$ cat src/slpc_map.svh
// register offsets and reset values of the link parameter bank
`ifndef SLPC_MAP_SVH
`define SLPC_MAP_SVH
`define SLPC_ADDR_W            12
`define SLPC_OFS_OCTETS        12'h454
`define SLPC_OFS_MFLEN         12'h455
`define SLPC_OFS_CONV          12'h456
`define SLPC_OFS_CTLRES        12'h457
`define SLPC_OFS_CLSBITS       12'h458
`define SLPC_OFS_VERSAMP       12'h459
`define SLPC_RST_OCTETS        8'h00
`define SLPC_RST_MFLEN         5'h1f
`define SLPC_RST_CONV          8'h01
`define SLPC_RST_CTLBITS       2'h0
`define SLPC_RST_RES           5'h0f
`define SLPC_RST_CLASS         3'h1
`define SLPC_RST_SAMPW         5'h0f
`define SLPC_RST_VER           3'h1
`define SLPC_RST_SAMP          5'h00
`define SLPC_MFLEN_16          5'h0f
`define SLPC_MFLEN_32          5'h1f
`define SLPC_LANES_EIGHT       5'h07
`define SLPC_CONV_FOUR         8'h03
`endif

$ cat src/slpc_pkg.sv
// types of the serial link parameter bank
package slpc_pkg;
   typedef struct packed {
      logic [7:0] octets_m1;
      logic [4:0] mf_len_m1;
      logic [7:0] conv_m1;
      logic [1:0] ctl_bits;
      logic [4:0] res_m1;
      logic [2:0] link_timing_class;
      logic [4:0] sample_width_minus_one;
      logic [2:0] link_standard_version;
      logic [4:0] samples_m1;
   } slpc_cfg_t;
endpackage : slpc_pkg

$ cat src/slpc_regs.sv
// serial link parameter configuration registers
//
// Overview of operation
// - octets per frame minus one; 0,1,3 valid
// - frames per multiframe 16 or 32, resets 32
// - eight lanes allowed only in single link
// - converters minus one; four single link only
// - samples per frame minus one, 0 or 1
// - lanes minus one; 0,1,3,7 lanes encoding
`timescale 1ns/1ps
`include "slpc_map.svh"

module slpc_regs
   import slpc_pkg::*;
(
   input  wire logic                    i_clk,         // device clock
   input  wire logic                    i_rst,         // async reset, high
   input  wire logic [`SLPC_ADDR_W-1:0] i_addr,        // register address
   input  wire logic                    i_wr,          // write strobe
   input  wire logic [7:0]              i_wdata,       // write data
   input  wire logic                    i_dual_link,   // dual link mode level
   input  wire logic [4:0]              i_lanes_m1,    // lanes per converter minus one
   output logic      [7:0]              o_rdata,       // registered read data
   output slpc_cfg_t                    o_cfg,         // registered parameters, zero in reset
   output logic                         o_cfg_bad      // unsupported combination
);
   // ==========================================
   // helpers
   // lane and octet counts share the one/two/four encoding of a count minus one
   // one function keeps both decodes in step if the encoding ever grows
   function automatic logic is_one_two_four(input logic [7:0] count_m1);
      return (count_m1 == 8'h00) || (count_m1 == 8'h01) || (count_m1 == 8'h03);
   endfunction : is_one_two_four

   // ==========================================
   // decode
   slpc_cfg_t cfg;
   wire       wr_oct  = i_wr && (i_addr == `SLPC_OFS_OCTETS);
   wire       wr_mf   = i_wr && (i_addr == `SLPC_OFS_MFLEN);
   wire       wr_conv = i_wr && (i_addr == `SLPC_OFS_CONV);
   wire       wr_cr   = i_wr && (i_addr == `SLPC_OFS_CTLRES);
   wire       wr_cls  = i_wr && (i_addr == `SLPC_OFS_CLSBITS);
   wire       wr_vs   = i_wr && (i_addr == `SLPC_OFS_VERSAMP);
   logic [7:0] next_rdata;

   // reserved bits are zero-filled, fields echo the stored value
   always_comb begin
      case (i_addr)
         `SLPC_OFS_OCTETS:  next_rdata = cfg.octets_m1;
         `SLPC_OFS_MFLEN:   next_rdata = {3'h0, cfg.mf_len_m1};
         `SLPC_OFS_CONV:    next_rdata = cfg.conv_m1;
         `SLPC_OFS_CTLRES:  next_rdata = {cfg.ctl_bits, 1'b0, cfg.res_m1};
         `SLPC_OFS_CLSBITS: next_rdata = {cfg.link_timing_class, cfg.sample_width_minus_one};
         `SLPC_OFS_VERSAMP: next_rdata = {cfg.link_standard_version, cfg.samples_m1};
         default:           next_rdata = 8'h00;
      endcase
   end

   // ==========================================
   // combination checks
   // lanes and dual link come from the neighbouring lane register; checked here, not stored
   wire bad_lanes = i_dual_link && (i_lanes_m1 == `SLPC_LANES_EIGHT);
   wire bad_conv  = i_dual_link && (cfg.conv_m1 == `SLPC_CONV_FOUR);
   wire lane_ok   = is_one_two_four({3'h0, i_lanes_m1}) || (i_lanes_m1 == `SLPC_LANES_EIGHT);
   wire oct_ok    = is_one_two_four(cfg.octets_m1);
   wire mf_ok     = (cfg.mf_len_m1 == `SLPC_MFLEN_16) || (cfg.mf_len_m1 == `SLPC_MFLEN_32);
   wire mf_f1_ok  = (cfg.octets_m1 != 8'h00) || (cfg.mf_len_m1 == `SLPC_MFLEN_32);
   wire fixed_ok  = (cfg.ctl_bits == 2'h0) && (cfg.res_m1 == `SLPC_RST_RES)
                    && (cfg.sample_width_minus_one == `SLPC_RST_SAMPW);
   wire samp_ok   = cfg.samples_m1 <= 5'h01;
   wire next_bad  = bad_lanes || bad_conv || !lane_ok || !oct_ok || !mf_ok || !mf_f1_ok
                    || !fixed_ok || !samp_ok;

   // ==========================================
   // storage
   // unsupported values are kept as written; only the flag reports them
   always_ff @(posedge i_clk or posedge i_rst) begin
      if (i_rst) begin
         cfg.octets_m1              <= `SLPC_RST_OCTETS;
         cfg.mf_len_m1              <= `SLPC_RST_MFLEN;
         cfg.conv_m1                <= `SLPC_RST_CONV;
         cfg.ctl_bits               <= `SLPC_RST_CTLBITS;
         cfg.res_m1                 <= `SLPC_RST_RES;
         cfg.link_timing_class      <= `SLPC_RST_CLASS;
         cfg.sample_width_minus_one <= `SLPC_RST_SAMPW;
         cfg.link_standard_version  <= `SLPC_RST_VER;
         cfg.samples_m1             <= `SLPC_RST_SAMP;
      end else begin
         if (wr_oct) cfg.octets_m1 <= i_wdata;
         if (wr_mf) cfg.mf_len_m1 <= i_wdata[4:0];
         if (wr_conv) cfg.conv_m1 <= i_wdata;
         if (wr_cr) begin
            cfg.ctl_bits <= i_wdata[7:6];
            cfg.res_m1   <= i_wdata[4:0];
         end
         if (wr_cls) begin
            cfg.link_timing_class      <= i_wdata[7:5];
            cfg.sample_width_minus_one <= i_wdata[4:0];
         end
         if (wr_vs) begin
            cfg.link_standard_version <= i_wdata[7:5];
            cfg.samples_m1            <= i_wdata[4:0];
         end
      end
   end

   // outputs lag storage by one edge so every port leaves a flop
   always_ff @(posedge i_clk or posedge i_rst) begin
      if (i_rst) begin
         o_rdata   <= 8'h00;
         o_cfg     <= '0;
         o_cfg_bad <= 1'b0;
      end else begin
         o_rdata   <= next_rdata;
         o_cfg     <= cfg;
         o_cfg_bad <= next_bad;
      end
   end

   // ==========================================
   // checks
   property p_mf_reset;
      @(posedge i_clk) $rose(!i_rst) |-> cfg.mf_len_m1 == `SLPC_MFLEN_32;
   endproperty
   a_mf_reset: assert property (p_mf_reset) else $error("multiframe reset wrong");

   property p_readback;
      @(posedge i_clk) disable iff (i_rst)
      wr_oct ##1 (i_addr == `SLPC_OFS_OCTETS && !i_wr) |=> o_rdata == $past(i_wdata, 2);
   endproperty
   a_readback: assert property (p_readback) else $error("octets readback wrong");

   property p_rsvd_zero;
      @(posedge i_clk) disable iff (i_rst)
      i_addr == `SLPC_OFS_MFLEN |=> o_rdata[7:5] == 3'h0;
   endproperty
   a_rsvd_zero: assert property (p_rsvd_zero) else $error("reserved bits not zero");

   property p_ctlres_rsvd;
      @(posedge i_clk) disable iff (i_rst)
      i_addr == `SLPC_OFS_CTLRES |=> o_rdata[5] == 1'b0;
   endproperty
   a_ctlres_rsvd: assert property (p_ctlres_rsvd) else $error("bit five not zero");

   // sampled reset term skips the release edge, where the flag is still cleared
   property p_eight_dual;
      @(posedge i_clk) disable iff (i_rst)
      (!i_rst && i_dual_link && i_lanes_m1 == `SLPC_LANES_EIGHT) |=> o_cfg_bad;
   endproperty
   a_eight_dual: assert property (p_eight_dual) else $error("eight lanes in dual link accepted");

   property p_four_dual;
      @(posedge i_clk) disable iff (i_rst)
      (i_dual_link && cfg.conv_m1 == `SLPC_CONV_FOUR) |=> o_cfg_bad;
   endproperty
   a_four_dual: assert property (p_four_dual) else $error("four converters in dual link accepted");

   property p_bad_lanes;
      @(posedge i_clk) disable iff (i_rst)
      (!i_rst && i_lanes_m1 == 5'h02) |=> o_cfg_bad;
   endproperty
   a_bad_lanes: assert property (p_bad_lanes) else $error("three lanes accepted");

   property p_res_hold;
      @(posedge i_clk) disable iff (i_rst)
      !wr_cr |=> $stable(cfg.res_m1);
   endproperty
   a_res_hold: assert property (p_res_hold) else $error("resolution changed without write");

   property p_samp_bad;
      @(posedge i_clk) disable iff (i_rst)
      (cfg.samples_m1 > 5'h01) |=> o_cfg_bad;
   endproperty
   a_samp_bad: assert property (p_samp_bad) else $error("bad sample count accepted");

   property p_oct_bad;
      @(posedge i_clk) disable iff (i_rst)
      !(cfg.octets_m1 inside {8'h00, 8'h01, 8'h03}) |=> o_cfg_bad;
   endproperty
   a_oct_bad: assert property (p_oct_bad) else $error("bad octet count accepted");

   property p_mf_bad;
      @(posedge i_clk) disable iff (i_rst)
      !(cfg.mf_len_m1 inside {`SLPC_MFLEN_16, `SLPC_MFLEN_32}) |=> o_cfg_bad;
   endproperty
   a_mf_bad: assert property (p_mf_bad) else $error("bad multiframe length accepted");

   property p_f1_mf;
      @(posedge i_clk) disable iff (i_rst)
      (cfg.octets_m1 == 8'h00 && cfg.mf_len_m1 != `SLPC_MFLEN_32) |=> o_cfg_bad;
   endproperty
   a_f1_mf: assert property (p_f1_mf) else $error("short multiframe with one octet accepted");

   property p_ctl_bad;
      @(posedge i_clk) disable iff (i_rst)
      (cfg.ctl_bits != 2'h0) |=> o_cfg_bad;
   endproperty
   a_ctl_bad: assert property (p_ctl_bad) else $error("control bits accepted");

   property p_res_bad;
      @(posedge i_clk) disable iff (i_rst)
      (cfg.res_m1 != `SLPC_RST_RES || cfg.sample_width_minus_one != `SLPC_RST_SAMPW) |=> o_cfg_bad;
   endproperty
   a_res_bad: assert property (p_res_bad) else $error("bad sample width accepted");

   property p_cfg_copy;
      @(posedge i_clk) disable iff (i_rst)
      !i_rst |=> o_cfg == $past(cfg);
   endproperty
   a_cfg_copy: assert property (p_cfg_copy) else $error("parameter copy lags wrongly");

   property p_unmapped_zero;
      @(posedge i_clk) disable iff (i_rst)
      (i_addr < `SLPC_OFS_OCTETS || i_addr > `SLPC_OFS_VERSAMP) |=> o_rdata == 8'h00;
   endproperty
   a_unmapped_zero: assert property (p_unmapped_zero) else $error("unmapped read not zero");
endmodule : slpc_regs

$ cat config.mk
export PLATFORM = sky130hd
export DESIGN_NAME = slpc_regs
export DESIGN_NICKNAME = d
export VERILOG_FILES = /design/src/slpc_pkg.sv /design/src/slpc_regs.sv
export VERILOG_INCLUDE_DIRS = /design/src
export SDC_FILE = /design/constraint.sdc
export NUM_CORES = 1
export LEC_CHECK = 0
export ABC_AREA = 1
export BUFFER_PORTS_ARGS = -buffer_cell sky130_fd_sc_hd__buf_2
export CAP_MARGIN = 30
export CORE_AREA = 2 2 97 99
export CTS_BUF_LIST = sky130_fd_sc_hd__clkbuf_2 sky130_fd_sc_hd__clkbuf_4 sky130_fd_sc_hd__clkbuf_8
export DETAILED_ROUTE_END_ITERATION = 8
export DIE_AREA = 0 0 99 101
export PLACE_DENSITY = 0.66
export SKIP_CTS_REPAIR_TIMING = 1
export SLEW_MARGIN = 40
export SYNTH_ARGS = -nofsm -noshare
export SYNTH_HDL_FRONTEND = slang
export SYNTH_SLANG_ARGS = --single-unit
$ cat constraint.sdc
create_clock -name i_clk -period 3.8 [get_ports i_clk]
set_clock_uncertainty 0.05 [all_clocks]
set_input_delay 0.38 -clock i_clk [delete_from_list [all_inputs] [get_ports i_clk]]
set_output_delay 0.38 -clock i_clk [all_outputs]
set_load 0.005 [all_outputs]
==> reports/metrics.csv, run 1 <==
stage;metric;value;unit
cts;worst skew pair latency;0.37;ns
timing;Hold Vio Cnt, Final;0;
place;Post-Place Cells;572;
timing;fmax;672;MHz
cts;CTS sink count;97;
power_and_ir_drop;Static Leak;0.00244;uW
detailed_routing;# DRC;0;
global_routing;vias in the first global route;2878;
yosys;main combinational cell family by area after synthesis;simple AND/OR/NAND/NOR gates;
cts;clock root cell;clkbuf_8;
timing;Tcrit/Tclk final;39.2;%
timing;Slew HR;67.3;%
detailed_routing;via count;2968;
die;core area;0.00898;sq mm
yosys;Compound-Gate Fraction of Synth Area;5.91;%
detailed_routing;Starting DRT DRC Count;118;
yosys;synth warn;0;
detailed_routing;vias per cell;5.05;
critical_path;Max FO, Critical Path;12;
critical_path;Worst EP required;3.99;ns
timing;RSZ-0062 raised after global routing;no;
cts;clock slew seen by the registers of the worst setup and hold paths;0.09;ns
power_and_ir_drop;worst vdd ir;0.000217;V
finish;final-stage net count;501;
timing;Post-Route Setup TNS;0;ns
die;Placement Rows;35;
finish;# diodes;0;
finish;area occupied by multi-input gates;0.00121;sq mm
yosys;Synth Area in XOR/XNOR;0;%
yosys;area share of fa/ha/maj cells after synthesis;0;%
timing;Hold Slack;0.0660;ns
detailed_routing;Antenna Violating Nets Remaining;0;
yosys;Post-Syn Area per Cell;9.94;sq um
die;Ports;82;
finish;final cell count without fillers;588;
run_status;status;finished, final reports clean;
finish;Area Overhead vs Synth;19.0;%
finish;FF/Latch Area;0.00245;sq mm
yosys;Synth Area in Simple Gates;25.4;%
cts;CTS tree;built;
global_routing;global-route usage over all layers;20.4;%
finish;Final Util;51.1;%
yosys;synth top area cells;dfrtp_1 53%, dfstp_2 11%, nand2_1 10%, nand3_1 6.0%, o21ai_0 5.2%;
timing;pins over their slew limit;0;
global_routing;largest net degree at the start of global routing;98;
place;Post-DP HPWL;6.81;mm
timing;final setup fails;0;
detailed_routing;DRT Wirelength;9.51;mm
timing;Tmin final;1.49;ns
critical_path;critical path class;in -> reg;
timing;final worst slack;2.31;ns
detailed_routing;drt first pass iters;4;
cts;CTS Buf Count;9;
detailed_routing;routed len/inst;16.2;um
yosys;register area share after synthesis;63.5;%
critical_path;CP Capture Type;flip-flop;
die;Die H;101;um
critical_path;Setup crit start kind;primary input;
cts;Max Root-Sink Buffers;2;
place;Placer Congestion;0.887;
yosys;Post-Syn Instances;388;
yosys;multiplexer share of the synthesized area;0;%
finish;# fillers;827;
global_routing;initial antenna violation count;0;
yosys;Syn Nets;417;
yosys;Mapped Area;0.00385;sq mm
finish;layout cell share with drive strength beyond 1;29.6;%
job;max cap viols;0;
yosys;Distinct cells, synth;22;
place;port bufs;81;
power_and_ir_drop;PD cells;409;mW/mm^2
yosys;Yosys top cell area share;52.6;%
global_routing;first-pass GRT wire length;15.3;mm
yosys;Synth area leader;dfrtp_1;
cts;deepest level of the CTS H-tree;3;
die;Initial Util;42.9;%
global_routing;grt ovf;0;
die;die width;99;um
die;Die ar.;0.0100;sq mm
yosys;post-synthesis register bit count;97;
place;worst slack, placed;1.92;ns
min_path;hold crit path type;in -> async;
critical_path;CP arrival;1.68;ns
timing;Slew @ Worst Pin;0.491;ns
## report_power, final
part	internal [uW]	leakage, uW	switching, uW
logic	19.9	0.00118	56.7
registers	1040	0.00115	3.58
clock network	406	0.000118	349
## layout make-up
class / count / share of cell area [%]
Sequential cell: 97 / 53.4
Multi-Input combinational cell: 247 / 26.3
Timing Repair Buffer: 82 / 9.28
Clock buffer: 12 / 3.33
Tap cell: 111 / 3.03
Inverter: 35 / 2.97
Clock inverter: 4 / 1.69
## flip-flops by register name (all words and copies together), names as in the netlist
signal,count
o_cfg_bad,1
cfg,44
o_rdata,8
o_cfg,44
## cell usage after synthesis
cell type and instances:
buf_2 1, buf_4 4, buf_6 2, clkbuf_1 2, clkinv_2 1, dfrtp_1 81, dfstp_2 16, inv_1 33
inv_4 1, nand2_1 103, nand2_2 6, nand2_4 4, nand3_1 46, nand4_1 6, nor2_1 22, nor2_2 4
nor2_4 8, nor2_8 2, nor3_1 1, o21ai_0 40, o21ai_1 4, o31ai_1 1
## cells in the final DEF, fill, tap and decap left out
cell | Yosys | layout
nand2_1 | 103 | 103
dfrtp_1 | 81 | 81
buf_2 | 1 | 81
nand3_1 | 46 | 46
o21ai_0 | 40 | 40
inv_1 | 33 | 32
nor2_1 | 22 | 22
dfstp_2 | 16 | 16
clkbuf_8 | 0 | 10
nor2_4 | 8 | 8
nand2_2 | 6 | 6
nand4_1 | 6 | 6
nor2_2 | 4 | 4
nand2_4 | 4 | 4
o21ai_1 | 4 | 4
nor2_8 | 2 | 2
clkinv_2 | 1 | 2
clkbuf_4 | 0 | 2
bufinv_16 | 0 | 2
clkinv_4 | 0 | 2
inv_4 | 1 | 1
o31ai_1 | 1 | 1
nor3_1 | 1 | 1
buf_12 | 0 | 1
## logic make-up (layout without fill, tap and decap cells)
logic type             after synthesis  after routing
AND/OR/NAND/NOR                    202            202
flip-flops                          97             97
AO/OA/AOI/OAI                       45             45
buffers and inverters               44            133
## metrics by stage
stage	total power, uW	instance area (sq um)
floorplan	1100	3850
global placement	1140	4360
detailed placement	1140	4360
CTS	1890	4590
global route	1940	4590
finish	1870	4590
## path summary, 6_finish.rpt
| check | startpoint | end | slack, ns | depth (start not counted) |
|---|---|---|---|---|
| max | i_addr[8] | cfg[12] | 2.31 | 7 |
| min in group i_clk | i_dual_link | o_cfg_bad | 0.18 | 3 |
| min reg2reg | cfg[30] | o_cfg[30] | 0.33 | 0 |
| max reg2reg | cfg[17] | o_cfg_bad | 2.39 | 7 |
| max in group asynchronous | i_rst | cfg[17] | 3.24 | 3 |
| min | i_rst | o_cfg[11] | 0.07 | 3 |
## layer usage
layer,vias to the layer above,global-route usage [%],share of wire (%)
met2,113,31.5,47
met3,19,3.74,6.9
met4,0,11.0,2.9
li1,1416,-,-
met5,-,0,0
met1,1420,27.6,43
## critical path, cell delays in order
cell     delay (ns)
buf_2          0.10
nor2_1         0.12
nand2_2        0.14
nor2_2         0.39
nand2_2        0.21
nor2_4         0.23
o21ai_0        0.11
Power figures use the tool's default switching activity.
==> run 2: changes to the inputs <==
==> constraint.sdc (replaced) <==
create_clock -name i_clk -period 1.6 [get_ports i_clk]
set_clock_uncertainty 0.05 [all_clocks]
set_input_delay 0.16 -clock i_clk [delete_from_list [all_inputs] [get_ports i_clk]]
set_output_delay 0.16 -clock i_clk [all_outputs]
set_load 0.005 [all_outputs]
==> run 2 against run 1 <==
Critical path depth is the same. Hold slack lost 0.029 ns. Combinational power grew 150%. Sequential power grew 140%. Non-clock buffer count grew 8. Final cell count grew 1.4%. Die area is the same. Power grew 120%. Core utilization grew 0.36 points. Global-route usage shrank 0.15 points. Clock-buffer cell count shrank 1. Critical endpoint is now o_cfg_bad. Highest routed layer unchanged.
==> reports/metrics.csv, run 2 (synthesized netlist as in run 1, its figures left out) <==
stage;metric;value;unit;change
finish;final cell count without fillers;596;;+1.4%
timing;Slew HR;67.7;%;+0.38 points
finish;final-stage net count;509;;+1.6%
die;die width;99;um;unchanged
timing;final worst slack;0.175;ns;-2.14 ns
critical_path;Setup crit start kind;flip-flop;;
die;Ports;82;;unchanged
job;max cap viols;0;;unchanged
detailed_routing;Starting DRT DRC Count;170;;+44%
critical_path;CP dominant cell by count;nor2_1;;
finish;Design Area, Final;0.00462;sq mm;+0.71%
global_routing;first-pass GRT wire length;15.5;mm;+1.2%
min_path;hold path start;i_wdata[5];;
place;port bufs;81;;unchanged
timing;Tcrit/Tclk final;89.1;%;
min_path;hold endpoint;cfg[5];;
timing;pins over their slew limit;0;;unchanged
timing;RSZ-0062 raised after global routing;no;;
timing;Tmin final;1.43;ns;
detailed_routing;# DRC;0;;unchanged
power_and_ir_drop;Static Leak;0.00246;uW;+0.81%
finish;commonest non-fill, non-tap cells in the layout;103 x nand2_1, 81 x dfrtp_1, 81 x buf_2, 46 x nand3_1, 40 x o21ai_0;;
global_routing;global-route usage over all layers;20.3;%;-0.15 points
detailed_routing;vias per cell;5.03;;-0.44%
die;Die H;101;um;unchanged
power_and_ir_drop;PD cells;911;mW/mm^2;+120%
critical_path;crit-path max cell delay;0.55;ns;+0.16 ns
detailed_routing;DRT Wirelength;9.49;mm;-0.23%
timing;fmax;702;MHz;
detailed_routing;routed len/inst;15.9;um;-1.6%
timing;Post-Route Setup TNS;0;ns;unchanged
die;Initial Util;42.9;%;unchanged
cts;deepest level of the CTS H-tree;3;;unchanged
detailed_routing;via count;2995;;+0.91%
critical_path;Worst EP required;1.79;ns;-2.20 ns
timing;final setup fails;0;;unchanged
cts;Max Root-Sink Buffers;2;;unchanged
critical_path;Max FO, Critical Path;3;;-9
cts;clock root cell;clkbuf_8;;
critical_path;CP arrival;1.61;ns;-0.07 ns
min_path;hold crit path type;in -> reg;;
place;worst slack, placed;0.155;ns;-1.76 ns
place;Placer Congestion;0.899;;+1.3%
detailed_routing;drt first pass iters;4;;unchanged
finish;Area Overhead vs Synth;19.8;%;
critical_path;Critical R2R Launch;cfg[17];;
finish;Top Registers;cfg: 44 flops, o_cfg: 44 flops, o_rdata: 8 flops;;
finish;# diodes;0;;unchanged
cts;clock slew seen by the registers of the worst setup and hold paths;0.09;ns;about the same
timing;Hold Vio Cnt, Final;0;;unchanged
die;Placement Rows;35;;unchanged
cts;CTS sink count;97;;unchanged
run_status;status;finished, final reports clean;;
die;core area;0.00898;sq mm;unchanged
cts;CTS Buf Count;9;;unchanged
cts;CTS tree;built;;
place;Area after DPL;0.00440;sq mm;+1.1%
finish;layout cell share with drive strength beyond 1;30.3;%;+0.75 points
critical_path;CP max stage cell;dfstp_2;;
critical_path;crit path cell chain;inv_1, nor2_1, nand3_1, nor2_1, nand2_1, nor2_1, nand3_1;;
global_routing;grt ovf;0;;unchanged
die;Die ar.;0.0100;sq mm;unchanged
power_and_ir_drop;power consumption;4210;uW;+120%
critical_path;R2R depth;7;;unchanged
timing;Slew @ Worst Pin;0.485;ns;-0.00565 ns
critical_path;critical path class;reg -> reg;;
detailed_routing;Antenna Violating Nets Remaining;0;;unchanged
finish;# fillers;840;;+1.6%
global_routing;vias in the first global route;3074;;+6.8%
critical_path;CP Capture Type;flip-flop;;
min_path;worst hold stages;3;;
place;Post-DP HPWL;7.03;mm;+3.2%
cts;worst skew pair latency;0.35;ns;-0.02 ns
global_routing;initial antenna violation count;0;;unchanged
critical_path;reg2reg setup slack;0.17;ns;-2.22 ns
power_and_ir_drop;worst vdd ir;0.000411;V;+89%
global_routing;largest net degree at the start of global routing;98;;unchanged
critical_path;FF-to-FF End;o_cfg_bad;;
finish;most common cell after layout, fill and taps aside;nand2_1;;
place;Post-Place Cells;578;;+1.0%
==> run 2: final cells by class <==
class	instances	area [sq um]	share of cell area (%)
Clock inverter	5	56.3	1.22
Multi-Input combinational cell	247	1210	26.1
Tap cell	111	139	3.01
Timing Repair Buffer	90	490	10.6
Sequential cell	97	2450	53.0
Inverter	35	139	3.01
Clock buffer	11	139	3.01
==> run 2: stage by stage <==
step	utilization [%]	hold WS, ns
final	51.4	0.0369
after CTS	51.2	-0.0958
after detailed placement	49.0	0.296
after floorplan	-	0.204
after global placement	49.0	0.286
after global routing	51.4	0.0381
==> run 2: power breakdown <==
group	switching [uW]	total (uW)	internal, uW
combinational	137	190	52.7
sequential	8.60	2470	2470
clock	790	1540	755
total	935	4210	3270
==> run 2: worst max path at each step <==
stage | startpoint | end | slack, ns | depth (start not counted)
final | cfg[17] | o_cfg_bad | 0.17 | 7
after global routing | cfg[17] | o_cfg_bad | 0.11 | 7
after CTS | cfg[17] | o_cfg_bad | 0.21 | 7
after detailed placement | i_addr[8] | cfg[38] | 0.15 | 9
after global placement | i_addr[8] | cfg[11] | 0.16 | 8
after floorplan | i_rst | cfg[0] | 0.26 | 1
==> run 2: layer usage <==
layer  GRT usage, %  vias to the layer above  part of all wire [%]
met2           33.3                      116                    47
met3           5.13                       22                   6.7
met1           25.9                     1419                    43
li1               -                     1438                     -
met5              0                        -                     0
met4           8.11                        0                   2.6
==> run 2: critical path, delay by kind of cell (launching register included) <==
family / cells / cell delay (ns)
AND/OR/NAND/NOR: 6 / 0.65
flip-flops: 1 / 0.55
buffers and inverters: 1 / 0.06
==> run 3: changes to the inputs <==
--- a/config.mk
+++ b/config.mk
@@ -6,13 +6,12 @@
 export SDC_FILE = /design/constraint.sdc
 export NUM_CORES = 1
 export LEC_CHECK = 0
-export ABC_AREA = 1
 export BUFFER_PORTS_ARGS = -buffer_cell sky130_fd_sc_hd__buf_2
 export CAP_MARGIN = 30
-export CORE_AREA = 2 2 97 99
-export CTS_BUF_LIST = sky130_fd_sc_hd__clkbuf_2 sky130_fd_sc_hd__clkbuf_4 sky130_fd_sc_hd__clkbuf_8
+export CORE_AREA = 2 2 95 97
+export CTS_BUF_LIST = sky130_fd_sc_hd__clkbuf_16
 export DETAILED_ROUTE_END_ITERATION = 8
-export DIE_AREA = 0 0 99 101
+export DIE_AREA = 0 0 97 99
 export PLACE_DENSITY = 0.66
 export SKIP_CTS_REPAIR_TIMING = 1
 export SLEW_MARGIN = 40
==> run 3 against run 2 <==
Via count down 16%. Final cell count fell by 19%. Sequential power hardly changed. Power grew 16%.
==> reports/metrics.csv, run 3 <==
stage;metric;value;unit;change
timing;RSZ-0062 raised after global routing;no;;
yosys;Syn Nets;274;;-34%
die;Placement Rows;34;;-2.9%
critical_path;Setup crit start kind;flip-flop;;
yosys;Compound-Gate Fraction of Synth Area;5.50;%;-0.41 points
power_and_ir_drop;Static Leak;0.00247;uW;+0.25%
critical_path;delay-heaviest family, CP;simple AND/OR/NAND/NOR gates;;
timing;pins over their slew limit;0;;unchanged
yosys;Synth Area in XOR/XNOR;0;%;unchanged
place;port bufs;81;;unchanged
yosys;Synth area leader;dfrtp_1;;
yosys;Top FF cell, synth;dfrtp_1;;
cts;CTS tree;built;;
yosys;Async SR Flop Fraction;100;%;unchanged
run_status;status;finished, final reports clean;;
timing;final setup fails;0;;unchanged
yosys;Mapped Area;0.00366;sq mm;-4.9%
timing;Slew @ Worst Pin;0.523;ns;+0.0381 ns
cts;CTS sink count;97;;unchanged
critical_path;CP arrival;1.60;ns;about the same
yosys;Post-Syn Area per Cell;15.0;sq um;+51%
critical_path;crit path cell chain;nor4_2, nand4_1, nor3_2, nand4_1;;
yosys;area share of fa/ha/maj cells after synthesis;0;%;unchanged
die;Initial Util;42.9;%;-0.082 points
global_routing;gr busiest metal;met2;;
yosys;synth cell count leaders;81 x dfrtp_1, 45 x mux2_2, 16 x dfstp_2, 11 x nand2_1, 8 x mux2i_1;;
global_routing;grt ovf;0;;unchanged
yosys;number of synthesized flops with an enable pin;0;;unchanged
finish;final cell count without fillers;482;;-19%
detailed_routing;vias per cell;5.19;;+3.3%
yosys;multiplexer share of the synthesized area;16.0;%;+16 points
global_routing;met1 Usage GRT;27.9;%;+2.1 points
place;Post-DP HPWL;6.55;mm;-6.8%
global_routing;met3 layer usage reported by global route;3.05;%;-2.1 points
detailed_routing;Antenna Violating Nets Remaining;0;;unchanged
detailed_routing;Starting DRT DRC Count;117;;-31%
global_routing;vias in the first global route;2559;;-17%
global_routing;first-pass GRT wire length;14.3;mm;-7.5%
yosys;synth top area cells;dfrtp_1 55%, mux2_2 14%, dfstp_2 11%, mux2i_1 2.2%, nor3_4 1.3%;;
die;die width;97;um;-2.0%
power_and_ir_drop;power consumption;4880;uW;+16%
finish;layout cell share with drive strength beyond 1;54.8;%;+25 points
detailed_routing;routed len/inst;18.8;um;+18%
yosys;main combinational cell family by area after synthesis;multiplexers;;
critical_path;crit-path max cell delay;0.39;ns;-0.16 ns
power_and_ir_drop;worst vdd ir;0.000511;V;+25%
critical_path;CP Capture Type;flip-flop;;
yosys;register area share after synthesis;66.8;%;+3.3 points
global_routing;largest net degree at the start of global routing;98;;unchanged
cts;worst skew pair latency;0.33;ns;-0.02 ns
timing;Slew HR;65.1;%;-2.5 points
yosys;Post-Syn Instances;245;;-37%
finish;# diodes;0;;unchanged
finish;# fillers;725;;-14%
detailed_routing;DRT Wirelength;9.06;mm;-4.6%
die;core area;0.00855;sq mm;-4.8%
detailed_routing;via count;2502;;-16%
die;Ports;82;;unchanged
finish;final-stage net count;398;;-22%
yosys;Synth Area in Simple Gates;10.7;%;-15 points
critical_path;Worst EP required;1.72;ns;-0.07 ns
detailed_routing;# DRC;0;;unchanged
finish;Area Overhead vs Synth;31.6;%;
global_routing;global-route usage over all layers;19.7;%;-0.53 points
yosys;top-count cell post-synth;dfrtp_1;;
yosys;post-synthesis register bit count;97;;unchanged
timing;Hold Vio Cnt, Final;0;;unchanged
power_and_ir_drop;PD cells;1010;mW/mm^2;+11%
yosys;synth warn;0;;unchanged
finish;Final Util;56.4;%;+5.0 points
die;Die H;99;um;-2.0%
critical_path;critical path class;reg -> reg;;
global_routing;initial antenna violation count;0;;unchanged
timing;fmax;677;MHz;-3.5%
detailed_routing;drt first pass iters;4;;unchanged
cts;clock slew seen by the registers of the worst setup and hold paths;0.06;ns;-0.03 ns
finish;Top Registers;cfg: 44 flops, o_cfg: 44 flops, o_rdata: 8 flops;;
cts;Max Root-Sink Buffers;2;;unchanged
yosys;Yosys top cell area share;55.3;%;+2.7 points
critical_path;CP max stage cell;dfrtp_1;;
place;Post-Place Cells;465;;-20%
critical_path;CP dominant cell by count;nand4_1;;
global_routing;M2 GR Usage;31.2;%;-2.1 points
timing;Tcrit/Tclk final;92.3;%;+3.2 points
cts;CTS Buf Count;9;;unchanged
job;max cap viols;0;;unchanged
die;Die ar.;0.00960;sq mm;-4.0%
finish;commonest non-fill, non-tap cells in the layout;81 x dfrtp_1, 81 x buf_2, 39 x mux2_2, 36 x buf_4, 16 x dfstp_2;;
place;Placer Congestion;0.844;;-6.1%
yosys;Distinct cells, synth;41;;+86%
min_path;hold crit path type;in -> reg;;
timing;Tmin final;1.48;ns;+0.0515 ns
critical_path;count of buffer and inverter cells on the critical path;0;;-1
critical_path;Max FO, Critical Path;2;;-1
cts;clock root cell;clkbuf_16;;
cts;deepest level of the CTS H-tree;3;;unchanged
[run 3: final timing paths]
path,cells after the start,startpoint,slack (ns),endpoint
hold / removal,2,i_wdata[5],0.08,cfg[5]
min in group asynchronous,4,i_rst,0.44,o_cfg[42]
max in group asynchronous,4,i_rst,0.63,cfg[5]
setup reg to reg,4,cfg[1],0.12,o_cfg_bad
hold reg to reg,0,cfg[5],0.36,o_cfg[5]
setup / recovery,4,cfg[1],0.12,o_cfg_bad
[run 3: cell type report]
class	instances	area, sq um	area share (%)
clock buffer	9	225	4.67
clock inverter	7	87.6	1.82
inverter	2	11.3	0.233
multi-input combinational	140	1210	25.1
sequential	97	2450	50.7
tap	108	135	2.80
timing repair buffer	119	706	14.6
[run 3: kinds of logic after synthesis]
kind of cell	Yosys count
DFF	97
and+or+nand+nor	60
muxes	53
AOI/OAI and AO/OA	27
buffers and inverters	8
[run 3: power breakdown]
| part | switching (uW) | internal, uW |
|---|---|---|
| Sequential | 7.09 | 2470 |
| Clock | 856 | 1350 |
| Combinational | 129 | 72.2 |
[run 3: worst reg2reg max path, delay by kind of cell, from the launching register on]
| kind | cells | cell delay (ns) |
|---|---|---|
| simple gates | 4 | 0.88 |
| flops | 1 | 0.39 |
[run 3: per-stage QoR]
step / setup slack [ns] / TNS (ns) / instance area, sq um / hold slack [ns]
detailed placement: -0.188 / -4.83 / 4490 / 0.298
global placement: -0.176 / -4.34 / 4490 / 0.288
CTS: 0.0713 / 0 / 4800 / -0.0587
finish: 0.123 / 0 / 4820 / 0.0776
floorplan: -0.0778 / -0.898 / 3690 / 0.242
global route: 0.0108 / 0 / 4820 / 0.0662
[run 3: layer usage]
metal  vias up  routed length [um]  share of wire [%]
li1       1156                   -                  -
met1      1263                4230                 47
met2        70                4320                 48
met3        13                 341                3.8
met4         0                 163                1.8
met5         -                   0                  0
